==> src/bus_state_pkg.sv <==
// Purpose : Shared constants for the instrument bus remote/local logic
// Assumes : 25 MHz core clock, eight-bit bus data
// Notes   : Command byte codes follow the standard multiline message set
package bus_state_pkg;
  localparam logic [4:0] ADDR_DEFAULT = 5'h07;
  localparam logic [4:0] ADDR_MAX     = 5'h1E;
  localparam logic [4:0] ADDR_UNADDR  = 5'h1F;
  localparam logic [7:0] CMD_GTL      = 8'h01;
  localparam logic [7:0] CMD_SDC      = 8'h04;
  localparam logic [7:0] CMD_GET      = 8'h08;
  localparam logic [7:0] CMD_LLO      = 8'h11;
  localparam logic [7:0] CMD_DCL      = 8'h14;
  localparam logic [7:0] CMD_SPE      = 8'h18;
  localparam logic [7:0] CMD_SPD      = 8'h19;
  localparam logic [1:0] GRP_LISTEN   = 2'h1;
  localparam logic [1:0] GRP_TALK     = 2'h2;
  localparam int         IFC_MIN_US   = 100;
endpackage

==> src/bus_sync3.sv <==
// Purpose : Three-stage synchroniser for one pin level
// Assumes : Pin is asynchronous to core_clk
// Notes   : Output changes only when stages two and three agree
`timescale 1ns/1ps
`default_nettype none
module bus_sync3 (
  input  wire logic core_clk,
  input  wire logic srst,
  input  wire logic pin,
  output var  logic level
);
  logic [2:0] s_q;
  logic [2:0] s_d;
  logic       level_q;
  logic       level_d;

  // Next values; stage one feeds only stage two
  always_comb begin
    s_d     = {s_q[1], s_q[0], pin};
    level_d = (s_q[1] == s_q[2]) ? s_q[2] : level_q;
  end

  // Registers
  always_ff @(posedge core_clk) begin
    if (srst) begin
      s_q     <= 3'h0;
      level_q <= 1'b0;
    end else begin
      s_q     <= s_d;
      level_q <= level_d;
    end
  end

  assign level = level_q;
endmodule
`default_nettype wire

==> src/bus_remote_ctrl.sv <==
// Purpose : Device-side bus interface states: address, remote, lockout, clears
// Assumes : Command bytes arrive as one-cycle strobes already decoded for ATN
// Notes   : Handshake timing and data transfer live elsewhere
`timescale 1ns/1ps
`default_nettype none
module bus_remote_ctrl
  import bus_state_pkg::*;
(
  input  wire logic       core_clk,
  input  wire logic       srst,
  input  wire logic       ifc_pin,
  input  wire logic       ren_pin,
  input  wire logic       cmd_valid,
  input  wire logic [7:0] cmd_byte,
  input  wire logic       addr_wr,
  input  wire logic [4:0] addr_in,
  input  wire logic       local_key,
  input  wire logic       panel_key,
  input  wire logic       trig_src_bus,
  input  wire logic [7:0] status_byte,
  output var  logic [4:0] primary_addr,
  output var  logic       remote_indicator,
  output var  logic       talk_indicator,
  output var  logic       listen_indicator,
  output var  logic       lockout,
  output var  logic       panel_enable,
  output var  logic       panel_key_accept,
  output var  logic       dev_clear,
  output var  logic       trigger,
  output var  logic       spoll_mode,
  output var  logic       talk_data_valid,
  output var  logic [7:0] talk_data
);
  import bus_state_pkg::*;

  // ----------------------------------------
  // Pin synchronisers
  // ----------------------------------------
  logic ifc_s;
  logic ren_s;

  bus_sync3 u_ifc (.core_clk(core_clk), .srst(srst), .pin(ifc_pin), .level(ifc_s));
  bus_sync3 u_ren (.core_clk(core_clk), .srst(srst), .pin(ren_pin), .level(ren_s));

  // ----------------------------------------
  // State
  // ----------------------------------------
  logic [4:0] addr_q, addr_d;
  logic       rem_q, rem_d;
  logic       tacs_q, tacs_d;
  logic       lacs_q, lacs_d;
  logic       llo_q, llo_d;
  logic       spe_q, spe_d;
  logic       clr_q, clr_d;
  logic       trg_q, trg_d;
  logic       pka_q, pka_d;
  logic       tdv_q, tdv_d;
  logic [7:0] tdat_q, tdat_d;
  logic       pen_q, pen_d;
  logic [1:0] grp;
  logic [4:0] fld;
  logic       my_listen;
  logic       my_talk;

  assign grp       = cmd_byte[6:5];
  assign fld       = cmd_byte[4:0];
  assign my_listen = cmd_valid && grp == GRP_LISTEN && fld == addr_q;
  assign my_talk   = cmd_valid && grp == GRP_TALK && fld == addr_q;

  // Next-state logic; interface clear beats addressing, remote and poll commands in the same cycle; lockout, clears and triggers still act
  always_comb begin
    addr_d = addr_q;
    rem_d  = rem_q;
    tacs_d = tacs_q;
    lacs_d = lacs_q;
    llo_d  = llo_q;
    spe_d  = spe_q;
    clr_d  = 1'b0;
    trg_d  = 1'b0;
    pka_d  = panel_key && !rem_q;
    tdv_d  = 1'b0;
    tdat_d = tdat_q;
    // Out-of-range writes are dropped so the address never reaches 31
    if (addr_wr && addr_in <= ADDR_MAX)
      addr_d = addr_in;
    if (!ren_s) begin
      rem_d = 1'b0;
      llo_d = 1'b0;
    end
    if (local_key && rem_q && !llo_q)
      rem_d = 1'b0;
    if (cmd_valid) begin
      if (my_listen) begin
        lacs_d = 1'b1;
        tacs_d = 1'b0;
        if (ren_s)
          rem_d = 1'b1;
      end else if (grp == GRP_LISTEN && fld == ADDR_UNADDR) begin
        lacs_d = 1'b0;
      end
      if (my_talk) begin
        tacs_d = 1'b1;
        lacs_d = 1'b0;
      end else if (grp == GRP_TALK) begin
        tacs_d = 1'b0;
      end
      unique case (cmd_byte)
        CMD_GTL: if (lacs_q) begin
          rem_d = 1'b0;
          llo_d = 1'b0;
        end
        CMD_LLO: if (ren_s) llo_d = 1'b1;
        CMD_DCL: clr_d = 1'b1;
        CMD_SDC: clr_d = lacs_q;
        CMD_GET: trg_d = lacs_q && trig_src_bus;
        CMD_SPE: spe_d = 1'b1;
        CMD_SPD: spe_d = 1'b0;
        default: ;
      endcase
    end
    if (spe_d && tacs_d) begin
      tdv_d  = 1'b1;
      tdat_d = status_byte;
    end
    // Settings and stored data are outside this block, so clear leaves them
    if (ifc_s) begin
      rem_d  = 1'b0;
      tacs_d = 1'b0;
      lacs_d = 1'b0;
      spe_d  = 1'b0;
      tdv_d  = 1'b0;
    end
    // Panel enable kept in its own flop so the output is registered
    pen_d = !rem_d;
  end

  // ----------------------------------------
  // Registers
  // ----------------------------------------
  always_ff @(posedge core_clk) begin
    if (srst) begin
      addr_q <= ADDR_DEFAULT;
      rem_q  <= 1'b0;
      tacs_q <= 1'b0;
      lacs_q <= 1'b0;
      llo_q  <= 1'b0;
      spe_q  <= 1'b0;
      clr_q  <= 1'b0;
      trg_q  <= 1'b0;
      pka_q  <= 1'b0;
      tdv_q  <= 1'b0;
      tdat_q <= 8'h00;
      pen_q  <= 1'b1;
    end else begin
      addr_q <= addr_d;
      rem_q  <= rem_d;
      tacs_q <= tacs_d;
      lacs_q <= lacs_d;
      llo_q  <= llo_d;
      spe_q  <= spe_d;
      clr_q  <= clr_d;
      trg_q  <= trg_d;
      pka_q  <= pka_d;
      tdv_q  <= tdv_d;
      tdat_q <= tdat_d;
      pen_q  <= pen_d;
    end
  end

  // Outputs straight from flip-flops
  assign primary_addr     = addr_q;
  assign remote_indicator = rem_q;
  assign talk_indicator   = tacs_q;
  assign listen_indicator = lacs_q;
  assign lockout          = llo_q;
  assign panel_enable     = pen_q;
  assign panel_key_accept = pka_q;
  assign dev_clear        = clr_q;
  assign trigger          = trg_q;
  assign spoll_mode       = spe_q;
  assign talk_data_valid  = tdv_q;
  assign talk_data        = tdat_q;

  // ----------------------------------------
  // Assertions
  // ----------------------------------------
  AST_ADDR_RANGE: assert property (@(posedge core_clk) disable iff (srst)
    addr_q <= ADDR_MAX) else $error("address out of range");
  AST_REM_CAUSE: assert property (@(posedge core_clk) disable iff (srst)
    $rose(rem_q) |-> $past(my_listen) && $past(ren_s)) else $error("remote without listen");
  AST_TALK: assert property (@(posedge core_clk) disable iff (srst)
    my_talk && !ifc_s |=> tacs_q) else $error("talk address missed");
  AST_LOCAL_KEY: assert property (@(posedge core_clk) disable iff (srst)
    local_key && rem_q && !llo_q && !my_listen |=> !rem_q) else $error("local key ignored");
  AST_IFC: assert property (@(posedge core_clk) disable iff (srst)
    ifc_s |=> !rem_q && !tacs_q && !lacs_q) else $error("clear not applied");
  AST_LLO: assert property (@(posedge core_clk) disable iff (srst)
    llo_q && rem_q && ren_s && !ifc_s && !(cmd_valid && cmd_byte == CMD_GTL) |=> rem_q)
    else $error("lockout broken");
  AST_SDC: assert property (@(posedge core_clk) disable iff (srst)
    cmd_valid && cmd_byte == CMD_SDC |=> dev_clear == $past(lacs_q)) else $error("sdc wrong");
  AST_DCL: assert property (@(posedge core_clk) disable iff (srst)
    cmd_valid && cmd_byte == CMD_DCL ##1 !(cmd_valid && (cmd_byte == CMD_DCL || cmd_byte == CMD_SDC))
    |-> dev_clear ##1 !dev_clear) else $error("dcl pulse wrong");
  AST_GET: assert property (@(posedge core_clk) disable iff (srst)
    trigger |-> $past(lacs_q) && $past(trig_src_bus)) else $error("stray trigger");
  AST_UNL: assert property (@(posedge core_clk) disable iff (srst)
    cmd_valid && grp == GRP_LISTEN && fld == ADDR_UNADDR |=> !lacs_q) else $error("unlisten missed");
  AST_SPOLL: assert property (@(posedge core_clk) disable iff (srst)
    talk_data_valid |-> spe_q && tacs_q) else $error("status byte outside poll");
endmodule
`default_nettype wire

==> config.mk <==
export PLATFORM = sky130hd
export DESIGN_NAME = bus_remote_ctrl
export DESIGN_NICKNAME = d
export VERILOG_FILES = /design/src/bus_state_pkg.sv /design/src/bus_sync3.sv /design/src/bus_remote_ctrl.sv
export SDC_FILE = /design/constraint.sdc
export NUM_CORES = 1
export LEC_CHECK = 0
export ABC_AREA = 1
export BUFFER_PORTS_ARGS = -buffer_cell sky130_fd_sc_hd__buf_2
export CAP_MARGIN = 20
export CORE_MARGIN = 2
export CORE_UTILIZATION = 52
export CTS_BUF_LIST = sky130_fd_sc_hd__clkbuf_16
export CTS_CLUSTER_DIAMETER = 60
export DETAILED_ROUTE_END_ITERATION = 8
export GPL_ROUTABILITY_DRIVEN = 1
export PLACE_DENSITY = 0.87
export SYNTH_ARGS = -nofsm -noshare
export SYNTH_HDL_FRONTEND = slang
export SYNTH_HIERARCHICAL = 1
export SYNTH_SLANG_ARGS = --single-unit
==> constraint.sdc <==
create_clock -name core_clk -period 3.1 [get_ports core_clk]
set_input_delay 0.465 -clock core_clk [delete_from_list [all_inputs] [get_ports core_clk]]
set_output_delay 0.465 -clock core_clk [all_outputs]
set_load 0.005 [all_outputs]
; After elaboration in Yosys (flattened, before gate mapping)
; Cells that the tools add are included.
[totals]
regBits = 31
in_bits = 30
output_inout_bits = 23
word_cells = 75
[classes]
n_lt_le_gt_ge = 1
eq_ne = 13
muxes = 24
bitwise = 2
reduce_logical = 19
[op_table]
columns = cell, n
row1 = $eq A8 B5 Y1 const B, 4
row2 = $mux W1, 21
row3 = $logic_and A1 B1 Y1, 11
row4 = $eq A8 B1 Y1 const B, 1
row5 = $eq A8 B3 Y1 const B, 1
row6 = $eq A8 B4 Y1 const B, 1
row7 = $pmux W1 S2, 3
row8 = $eq A5 B5 Y1, 1
row9 = $eq A5 B5 Y1 const B, 1
row10 = $le A5 B5 Y1 const B, 1
row11 = $reduce_or A2 Y1, 2
row12 = $logic_not A1 Y1, 3
row13 = $reduce_bool A3 Y1, 1
row14 = $reduce_or A3 Y1, 1
row15 = $eq A1 B1 Y1, 2
row16 = $eq A2 B1 Y1 const B, 1
row17 = $eq A2 B2 Y1 const B, 1
row18 = $not A1 Y1, 2
row19 = $reduce_and A2 Y1, 1

; Depth between registers and ports, before layout
; Gate-level depths: netlist of the first run.
[depth]
ltp_word = 10
depth_mapped = 12
depth_no_buf = 11

; Hierarchy
; The synthesis of the first run kept the hierarchy.
[modules_own_cells]
columns = mod, instances, cells_each, area_per_inst_um2
row1 = bus_remote_ctrl, 1, 157, 1181.1
row2 = bus_sync3, 2, 13, 121.4

; Worst setup path before layout of the first run
; No wires, ideal clock.
[synth_path]
path_kind = input-to-reg
startpoint = in cmd_byte[7]
endpoint = reg tdat_q[7] (netlist: talk_data[7])
setup_ps = 113
arrival_time_ps = 1440
t_required_ps = 2987
setup_slack_ps = 1547
cell_stages = 9
n_path_buf = 1
path_cell_list = nor2_2 > nand2_1 > nor2_2 > nand4_1 > nand2_1 > o21ai_4 > buf_8 > a21oi_2 > nor2_2
[synth_between]
elab_chain_cells = 4
word_cells_on_any_way = 5
cone_classes = eq/ne (2) / mux (2) / reduce/logical (1)
[synth_lines]
columns = item, line
row1 = "start, declared", bus_remote_ctrl.sv:14  ; input wire logic [7:0] cmd_byte,
row2 = $eq A8 B5 Y1, bus_remote_ctrl.sv:107  ; unique case (cmd_byte)
row3 = $pmux W1 S2 (*), bus_remote_ctrl.sv:107
row4 = $mux W1 (*), bus_remote_ctrl.sv:92  ; if (cmd_valid) begin
row5 = $logic_and A1 B1 Y1 (*), bus_remote_ctrl.sv:121  ; if (spe_d && tacs_d) begin
row6 = "end signal, assigned", bus_remote_ctrl.sv:165  ; tdat_q <= tdat_d;
row7 = "end, declared", bus_remote_ctrl.sv:58  ; logic [7:0] tdat_q, tdat_d;
; Every way passes the cells marked *; elsewhere a longest branch is shown, timed or not.
; A chain may end at the register's enable or synchronous reset.

; Worst setup path after layout of the first run
[layout_path]
startpoint = in cmd_byte[5]
endpoint = reg tdat_q[2] (netlist: talk_data[2])
[layout_between]
elab_chain_cells = 8
word_cells_on_any_way = 15
cone_classes = eq/ne (4) / mux (6) / reduce/logical (5)
[layout_lines]
columns = item, line
row1 = $eq A2 B1 Y1, bus_remote_ctrl.sv:67  ; assign my_listen = cmd_valid && grp == GRP_LISTEN && fld == addr_q;
row2 = $logic_and A1 B1 Y1 (2 in series), bus_remote_ctrl.sv:67
row3 = $mux W1, bus_remote_ctrl.sv:93  ; if (my_listen) begin
row4 = $mux W1, bus_remote_ctrl.sv:104  ; end else if (grp == GRP_TALK) begin
row5 = $mux W1, bus_remote_ctrl.sv:101  ; if (my_talk) begin
row6 = $mux W1, bus_remote_ctrl.sv:92
row7 = $logic_and A1 B1 Y1 (*), bus_remote_ctrl.sv:121
; Marked as above.

==> results of run 1 <==
## kinds of logic after synthesis
logic type	after synthesis	synth area share (%)
XOR/XNOR	1	0.615
AO/OA/AOI/OAI	27	13.9
buffers and inverters	36	12.0
AND/OR/NAND/NOR	88	30.0
flip-flops	31	43.6
## critical path: stages
cell and delay, ns:
buf_2 0.11, inv_1 0.10, nand2_1 0.08, nor2_2 0.12, nand4_1 0.17, o21ai_4 0.52, nand3_1 0.15, nand2_1 0.09
nor2_1 0.05
## synthesized netlist by cell type (all sizes together) (3+ instances only)
master and n:
dfxtp 31, nor2 30, inv 33, a21oi 15, o21ai 4, o211ai 5, nand4 6, buf 3
nor3 3, nand3 11, nand2 33
## report_power, final
group / switching [mW] / internal (mW) / total (mW)
registers: 0.00539 / 0.408 / 0.414
clock network: 0.165 / 0.374 / 0.539
logic: 0.0476 / 0.0327 / 0.0803
total: 0.218 / 0.815 / 1.03
## registers in the layout (all words and copies together) (netlist names), 3 cells and up
register      count
talk_data         8
primary_addr      5
u_ifc/s_q         3
u_ren/s_q         3
## cell type report
type                    instances  area (µm²)
inverters                      33         124
well taps                      30        37.5
flip-flops and latches         31         621
repair buffers                 52         260
clock inverters                 3        38.8
fillers                       208         706
multi-input cells             116         633
clock buffers                   5         125
## worst min path at each step
stage | startpoint | to | slack (ns) | cells past startpoint
finish | ifc_pin | u_ifc/s_q[0] | 0.39 | 3
CTS | ren_pin | u_ren/s_q[0] | 0.39 | 3
global placement | u_ren/s_q[0] | u_ren/s_q[1] | 0.39 | 2
floorplan | u_ifc/s_q[0] | u_ifc/s_q[1] | 0.39 | 2
detailed placement | u_ifc/s_q[0] | u_ifc/s_q[1] | 0.39 | 2
global route | ifc_pin | u_ifc/s_q[0] | 0.39 | 3
## routing by layer
metal  wire [µm]  up-vias  track usage (%)  part of all wire (%)
li1            -      693                -                     -
met1        1340      588             25.1                    43
met2        1480       44             34.6                    48
met3         167       11             6.91                   5.4
met4          94        0             11.2                   3.0
met5           0        -                0                     0
==> impl_metrics.tcl, run 1 <==
set metrics [dict create \
    status "completed" \
    fmax_ghz 0.589 \
    r2r-start "primary_addr[0]" \
    finalWorstSetupSlack_ns 1.40 \
    avgViaCountPerCell 4.95 \
    core_mm2 0.00254 \
    hold_buffers 0 \
    placementRows 18 \
    critPathKind "in2reg" \
    dieArea_mm2 0.00317 \
    drv_slew 0 \
    arrival_ns 1.86 \
    drive_gt1_share_pct 34.6 \
    synth_flop_cell "dfxtp_1" \
    dpl_worst_slack_ns 1.13 \
    post_drt_wl_per_cell_um 11.4 \
    postCtsSetupRepairBufs 0 \
    placed_cell_area_mm2 0.00168 \
    place.gp.congestion 0.845 \
    overflow 0 \
    syn_avg_cell_area_um2 7.78 \
    reg2reg_to "talk_data[2]" \
    final_area_mm2 0.00184 \
    ys_async_sr_fraction_pct 0 \
    clock_skew_ns 0.00277 \
    finalHoldViolCount 0 \
    synth_top_area_share_pct 43.6 \
    synth_warnings 6 \
    min_path_type "in2reg" \
    layout_commonest_cell "buf_2" \
    chipHeight_um 56.3 \
    cap_violations 0 \
    placedCellCount 262 \
    setup_viol 0 \
    finalHoldWorstSlack_ns 0.395 \
    cts_root_buf "clkbuf_16" \
    vias 1336 \
    tightestPinTransition_ns 0.591 \
    areaGrowthSynthToFinish_pct 29.2 \
    rrSetupSlack_ns 1.55 \
    powerDensity_mw_per_mm2 562 \
    wirelength_um 3080 \
    pin_count 53 \
    clkTransAtPathRegs_ns 0.05 \
    ys_ff_latch 31 \
    fin_util_pct 72.3 \
    crit_end "talk_data[2]" \
    grt_antenna_before_repair 0 \
    grt_setup_unrepaired "false" \
    netlist_area_mm2 0.00142 \
    grt_pass1_wl_um 5180 \
    cts_made_buffers 5 \
    grt_pass1_vias 1237 \
    cts_resized 0 \
    dr.first_iter.drc_count 30 \
    ys_seq_area_share_pct 43.6 \
    ant_nets 0 \
    syn-num-nets 213 \
    r2r_cells 11 \
    worstPathRequired_ns 3.26 \
    clkLatencyLatePin_ns 0.27 \
    finalCritPeriodShare_pct 54.8 \
    crit_fanout 18 \
    dieWidth_um 56.3 \
    postSynthCellCount 183 \
    synth-edff-count 0 \
    ys_top_cells_by_area "dfxtp_1 (44%), inv_1 (8.4%), nand2_1 (8.2%)" \
    ys_types 28 \
    slew_headroom_pct 60.4 \
    synth_top_area_cell "dfxtp_1" \
    most-common-layout-cells "buf_2 (52), inv_1 (32), nand2_1 (31), dfxtp_1 (31), nor2_1 (21)" \
    vdd_drop_max_v 0.000824 \
    p_leak_nw 0.917 \
    nNetsFinal 269 \
    critPathLaunchType "primary input" \
    finalPower_mw 1.03 \
    firstDrtPassIters 4 \
    setup_tns_ns 0 \
    drc_errors 0 \
    crit_start "cmd_byte[5]" \
    start_util_pct 55.9 \
    antenna_cells 0 \
    io_buffers 52 \
    cts_buffer_depth 2 \
    htreeDepth 2 \
    hpwlAfterDp_um 2280 \
    cts.sink_count 31 \
    grt_max_degree 19 \
    crit_path_end_kind "register" \
    fin_cells 270 \
    final.min_clock_period_ns 1.70 \
    cts_tree "done" \
    grt_usage_pct 21.4 \
]
No activity file was read; power rests on OpenSTA's default activity.
==> run 2: changes to the inputs <==
--- a/config.mk
+++ b/config.mk
@@ -9,12 +9,12 @@
 export BUFFER_PORTS_ARGS = -buffer_cell sky130_fd_sc_hd__buf_2
 export CAP_MARGIN = 20
 export CORE_MARGIN = 2
-export CORE_UTILIZATION = 52
+export CORE_UTILIZATION = 48
 export CTS_BUF_LIST = sky130_fd_sc_hd__clkbuf_16
 export CTS_CLUSTER_DIAMETER = 60
 export DETAILED_ROUTE_END_ITERATION = 8
 export GPL_ROUTABILITY_DRIVEN = 1
-export PLACE_DENSITY = 0.87
+export PLACE_DENSITY = 0.81
 export SYNTH_ARGS = -nofsm -noshare
 export SYNTH_HDL_FRONTEND = slang
 export SYNTH_HIERARCHICAL = 1
==> constraint.sdc (replaced) <==
create_clock -name core_clk -period 1.65 [get_ports core_clk]
set_input_delay 0.2475 -clock core_clk [delete_from_list [all_inputs] [get_ports core_clk]]
set_output_delay 0.2475 -clock core_clk [all_outputs]
set_load 0.005 [all_outputs]
==> run 2 against run 1 <==
  * Sequential power increased by 88%
  * Sequential share of layout area decreased by 0.48 points
  * Critical path depth increased by 1
  * Global-route usage decreased by 1.4 points
  * Cell count increased by 1.9%
  * Core utilization decreased by 5.2 points
  * Setup slack got worse by 1.3 ns
  * Via count increased by 3.1%
  * Die area increased by 7.7%
  * First-iteration DRC count decreased by 17%
==> impl_metrics.tcl, run 2 (synthesized netlist as in run 1, its figures left out) <==
set metrics [dict create \
    status "completed" \
    post_drt_wl_per_cell_um 11.6 \
    powerDensity_mw_per_mm2 949 \
    switching_share_pct 22.5 \
    cp_slowest_stage_delay_ns 0.36 \
    areaGrowthSynthToFinish_pct 31.0 \
    critical_path_depth 10 \
    p_switching_uw 399 \
    placedCellCount 265 \
    most-common-layout-cells "buf_2 (52), inv_1 (32), nand2_1 (31), dfxtp_1 (31), nor2_1 (21)" \
    clock_skew_ns 0.00132 \
    overflow 0 \
    layout_commonest_cell "buf_2" \
    grt_setup_unrepaired "true" \
    r2r_cells 10 \
    grt_pass1_wl_um 5040 \
    tightestPinTransition_ns 0.498 \
    cts_root_buf "clkbuf_16" \
    cp_common_cell "nand2_1" \
    place.gp.congestion 0.911 \
    grt_usage_pct 20.0 \
    pin_count 53 \
    wirelength_um 3190 \
    clkLatencyLatePin_ns 0.27 \
    path_cells "inv_1 -> nand2_1 -> nand2_1 -> nor2_2 -> nand4_2 -> nand2_2 -> nand2_4 -> buf_4 -> a21oi_2 -> nor2_1" \
    finalCritPeriodShare_pct 92.9 \
    cp_slowest_cell "dfxtp_1" \
    core_mm2 0.00278 \
    critPathTopFamily "simple AND/OR/NAND/NOR gates" \
    arrival_ns 1.70 \
    grt_antenna_before_repair 0 \
    drc_errors 0 \
    cts_made_buffers 5 \
    min_path_type "in2reg" \
    firstDrtPassIters 4 \
    crit_path_end_kind "register" \
    nNetsFinal 274 \
    placed_cell_area_mm2 0.00170 \
    p_leak_nw 0.930 \
    vias 1378 \
    holdPathStages 3 \
    combinationalPowerShare_pct 8.7 \
    vdd_drop_max_v 0.00109 \
    cts.sink_count 31 \
    finalPower_mw 1.77 \
    rrSetupSlack_ns 0.12 \
    fin_cells 275 \
    start_util_pct 51.2 \
    avgViaCountPerCell 5.01 \
    worstPathRequired_ns 1.82 \
    crit_fanout 16 \
    cap_violations 0 \
    hpwlAfterDp_um 2330 \
    seqPwrFrac_pct 44.0 \
    final_area_mm2 0.00187 \
    dieWidth_um 58.5 \
    r2r-start "primary_addr[0]" \
    antenna_cells 0 \
    drv_slew 0 \
    ant_nets 0 \
    grt_max_degree 19 \
    final.min_clock_period_ns 1.53 \
    clkTransAtPathRegs_ns 0.05 \
    hold_end "u_ifc/s_q[0]" \
    chipHeight_um 58.5 \
    finalHoldViolCount 0 \
    dr.first_iter.drc_count 25 \
    cts_buffer_depth 2 \
    slew_headroom_pct 65.9 \
    p_int_mw 1.37 \
    io_buffers 52 \
    largest_reg_flops 8 \
    grt_pass1_vias 1212 \
    setup_viol 0 \
    min_from "ifc_pin" \
    path_buf_inv 2 \
    fmax_ghz 0.653 \
    critPathLaunchType "register" \
    p_clk_share_pct 47.3 \
    htreeDepth 2 \
    reg2reg_to "talk_data[5]" \
    placementRows 19 \
    drive_gt1_share_pct 36.1 \
    dieArea_mm2 0.00342 \
    cts_tree "done" \
    critPathKind "reg2reg" \
]
[run 2: changes by cell type in the layout (fill, tap and decap cells not counted)]
cell / delta
buf_12: +1
buf_4: +4
bufinv_16: -1
nand3_1: -1
nand3_2: +1
[run 2: layout make-up]
| type | instances | area [µm²] |
|---|---|---|
| Clock inverter | 2 | 8.76 |
| Sequential cell | 31 | 621 |
| Multi-Input combinational cell | 116 | 638 |
| Timing Repair Buffer | 57 | 310 |
| Fill cell | 256 | 916 |
| Clock buffer | 5 | 125 |
| Inverter | 33 | 124 |
| Tap cell | 31 | 38.8 |
[run 2: how the worst max path moves through the flow]
stage	startpoint	to	slack, ns
after floorplan	primary_addr[3]	talk_data[7]	0.29
after detailed placement	cmd_byte[6]	talk_data[1]	0.09
after global routing	primary_addr[0]	talk_data[4]	-0.009
after global placement	cmd_byte[6]	talk_data[7]	0.13
after CTS	primary_addr[0]	talk_data[1]	0.16
final	primary_addr[0]	talk_data[5]	0.12
[run 2: through the flow]
step | TNS [ns] | util [%] | hold slack [ns] | setup WS [ns]
2_1_floorplan | 0 | - | 0.319 | 0.285
3_3_place_gp | 0 | 61.3 | 0.391 | 0.134
3_5_place_dp | 0 | 61.3 | 0.398 | 0.0929
4_1_cts | 0 | 66.1 | 0.169 | 0.164
5_1_grt | -0.00959 | 67.1 | 0.186 | -0.00936
6_report | 0 | 67.1 | 0.172 | 0.117
[run 2: timing repair]
action / CTS / global route
buffers inserted: 0 / 3
gates resized for setup: 0 / 1
hold buffers: 0 / 0
endpoints found under the setup margin: 0 / 1
[run 2: worst min-delay path, stage by stage]
cell and delay (ns):
buf_2 0.07, inv_1 0.03, nor2_1 0.06
[run 2: power by group through the flow]
stage | logic, mW | clock network, mW | registers [mW]
floorplan | 0.0805 | 0 | 0.792
global placement | 0.150 | 0 | 0.792
detailed placement | 0.151 | 0 | 0.792
CTS | 0.153 | 0.855 | 0.778
global route | 0.175 | 0.884 | 0.778
finish | 0.154 | 0.837 | 0.778
[run 2: per-layer routing]
metal / vias up / wire length [µm] / track usage [%] / part of all wire (%)
met2: 37 / 1510 / 30.8 / 47
met1: 629 / 1400 / 23.7 / 44
met3: 10 / 198 / 5.93 / 6.2
met5: - / 0 / 0 / 0
met4: 0 / 70 / 14.3 / 2.2
li1: 702 / - / - / -
==> run 3: changes to the inputs <==
--- a/config.mk
+++ b/config.mk
@@ -5,11 +5,11 @@
 export SDC_FILE = /design/constraint.sdc
 export NUM_CORES = 1
 export LEC_CHECK = 0
-export ABC_AREA = 1
 export BUFFER_PORTS_ARGS = -buffer_cell sky130_fd_sc_hd__buf_2
-export CAP_MARGIN = 20
+export CAP_MARGIN = 30
+export CORE_ASPECT_RATIO = 0.75
 export CORE_MARGIN = 2
-export CORE_UTILIZATION = 48
+export CORE_UTILIZATION = 47
 export CTS_BUF_LIST = sky130_fd_sc_hd__clkbuf_16
 export CTS_CLUSTER_DIAMETER = 60
 export DETAILED_ROUTE_END_ITERATION = 8
==> run 3 against run 2 <==
  * Fmax down 2.8%
  * Setup slack lost 0.044 ns
  * Global-route usage down 0.12 points
  * Register-to-register slack got worse by 0.04 ns
  * Critical path type unchanged
  * Die area down 5.8%
  * Area after synthesis fell by 8.3%
  * Cell area shrank 3.7%
  * Non-clock buffer count unchanged
  * Highest routed layer unchanged
  * Largest power group unchanged
  * Sequential share of layout area up 1.4 points
  * Cell count fell by 17%
==> impl_metrics.tcl, run 3 <==
set metrics [dict create \
    drive_gt1_share_pct 38.0 \
    synth_compound_area_share_pct 8.33 \
    r2r-start "primary_addr[3]" \
    ys_types 32 \
    synth_common_cells "dfxtp_1 (31), nand2b_1 (17), mux2i_1 (12)" \
    yosysMostFrequentCell "dfxtp_1" \
    cts_root_buf "clkbuf_16" \
    crit_fanout 8 \
    io_buffers 52 \
    grt_pass1_vias 1148 \
    vdd_drop_max_v 0.000613 \
    layout_commonest_cell "buf_2" \
    ys_seq_area_share_pct 47.5 \
    holdPathStages 2 \
    grt_pass1_wl_um 4900 \
    firstDrtPassIters 4 \
    overflow 0 \
    crit_start "primary_addr[3]" \
    dieArea_mm2 0.00322 \
    finalCritPeriodShare_pct 95.5 \
    slew_headroom_pct 66.6 \
    rrSetupSlack_ns 0.07 \
    placementRows 16 \
    synth_top_area_cell "dfxtp_1" \
    ys_ff_latch 31 \
    p_leak_nw 0.817 \
    status "completed" \
    drv_slew 0 \
    finalPower_mw 1.76 \
    grt_max_degree 37 \
    placed_cell_area_mm2 0.00164 \
    final_area_mm2 0.00180 \
    largest_reg_flops 8 \
    cts_buffer_depth 2 \
    synthAdderAreaFrac_pct 0 \
    ys_async_sr_fraction_pct 0 \
    grt_usage_pct 19.9 \
    critPathLaunchType "register" \
    areaGrowthSynthToFinish_pct 37.5 \
    crit_path_end_kind "register" \
    wirelength_um 2930 \
    setup_viol 0 \
    critPathKind "reg2reg" \
    dieWidth_um 64.9 \
    post_drt_wl_per_cell_um 12.9 \
    cts_tree "done" \
    finalHoldWorstSlack_ns 0.186 \
    synthSimpleGateAreaFrac_pct 27.9 \
    postSynthCellCount 132 \
    arrival_ns 1.77 \
    ys_top_cells_by_area "dfxtp_1 (48%), mux2i_1 (9.2%), nand2b_1 (8.1%)" \
    synth_flop_cell "dfxtp_1" \
    placedCellCount 221 \
    nNetsFinal 222 \
    start_util_pct 49.8 \
    cts.sink_count 31 \
    min_from "ifc_pin" \
    clock_skew_ns 0.00342 \
    place.gp.congestion 0.844 \
    powerDensity_mw_per_mm2 980 \
    chipHeight_um 49.7 \
    postCtsSetupRepairBufs 0 \
    most-common-layout-cells "buf_2 (52), dfxtp_1 (29), nand2b_1 (17), mux2i_1 (12)" \
    hpwlAfterDp_um 2210 \
    dr.first_iter.drc_count 94 \
    netlist_area_mm2 0.00131 \
    cts_made_buffers 5 \
    clkLatencyLatePin_ns 0.27 \
    fmax_ghz 0.634 \
    synth_top_family_by_area "simple AND/OR/NAND/NOR gates" \
    fin_cells 228 \
    avgViaCountPerCell 5.00 \
    syn_avg_cell_area_um2 9.90 \
    synth_xor_area_share_pct 3.35 \
    ant_nets 0 \
    clkTransAtPathRegs_ns 0.05 \
    syn-num-nets 162 \
    min_path_type "in2reg" \
    synth-edff-count 0 \
    synth_warnings 6 \
    core_mm2 0.00262 \
    drc_errors 0 \
    pin_count 53 \
    final.min_clock_period_ns 1.58 \
    finalHoldViolCount 0 \
    htreeDepth 2 \
    cap_violations 0 \
    synth_top_area_share_pct 47.5 \
    antenna_cells 0 \
    vias 1141 \
    worstPathRequired_ns 1.84 \
    r2r_cells 6 \
    synthMuxAreaShare_pct 9.20 \
    grt_antenna_before_repair 0 \
    tightestPinTransition_ns 0.497 \
]
[run 3: cell types whose count changed after synthesis, sizes merged, moves of 4 or more]
cell | previous run | this run
inv | 33 | 7
nand2 | 33 | 4
xor2 | 0 | 5
a21oi | 15 | 2
nand3 | 11 | 4
mux2i | 0 | 12
o211ai | 5 | 0
nor2b | 0 | 6
nor2 | 30 | 8
nand2b | 0 | 17
nor3b | 0 | 4
[run 3: critical path, cell delays in order, from the launching register on]
cell     delay (ns)
dfxtp_2        0.33
xor2_1         0.18
nor3_4         0.25
a21o_4         0.16
and4b_1        0.25
buf_12         0.14
mux2i_1        0.19
[run 3: per-stage QoR]
step           setup WS (ns)  util, %  setup TNS, ns
2_1_floorplan          0.207        -              0
3_3_place_gp          0.0818     62.5              0
3_5_place_dp          0.0186     62.5              0
4_1_cts               0.0511     67.6              0
5_1_grt             -0.00148     68.5       -0.00227
6_report              0.0734     68.5              0
[run 3: final timing paths]
| check | endpoint |
|---|---|
| max reg2reg | talk_data[6] |
| min | u_ifc/s_q[0] |
| max | talk_data[6] |
| min reg2reg | u_ren/s_q[1] |
[run 3: cell type report]
class | count | area [µm²]
fill | 192 | 826
multi-input combinational | 90 | 658
sequential | 31 | 623
timing repair buffer | 57 | 310
clock buffer | 5 | 125
tap | 36 | 45.0
inverter | 7 | 26.3
clock inverter | 2 | 8.76
[run 3: metal layers]
layer,part of all wire (%),track usage (%)
met5,0,0
met2,49,35.6
met4,1.1,6.38
met1,43,22.5
met3,6.0,6.16
[run 3: power by group]
part	switching, mW	total (mW)	internal, mW	leakage, nW
combinational	0.0812	0.158	0.0771	0.497
sequential	0.0117	0.781	0.769	0.252
clock	0.284	0.823	0.539	0.0671
total	0.377	1.76	1.38	0.817
[run 3: cells by family (layout without fill, tap and decap cells)]
kind of cell / Yosys count / count (layout)
AND/OR/NAND/NOR: 59 / 59
AO/OA/AOI/OAI: 14 / 14
multiplexers: 12 / 12
XOR/XNOR: 5 / 5
flip-flops: 31 / 31
buffers and inverters: 11 / 71
[run 3: repair_timing]
action                     4_1_cts  5_1_grt
hold buffers                     0        0
gates resized for setup          0        6
setup endpoints to repair        0        8
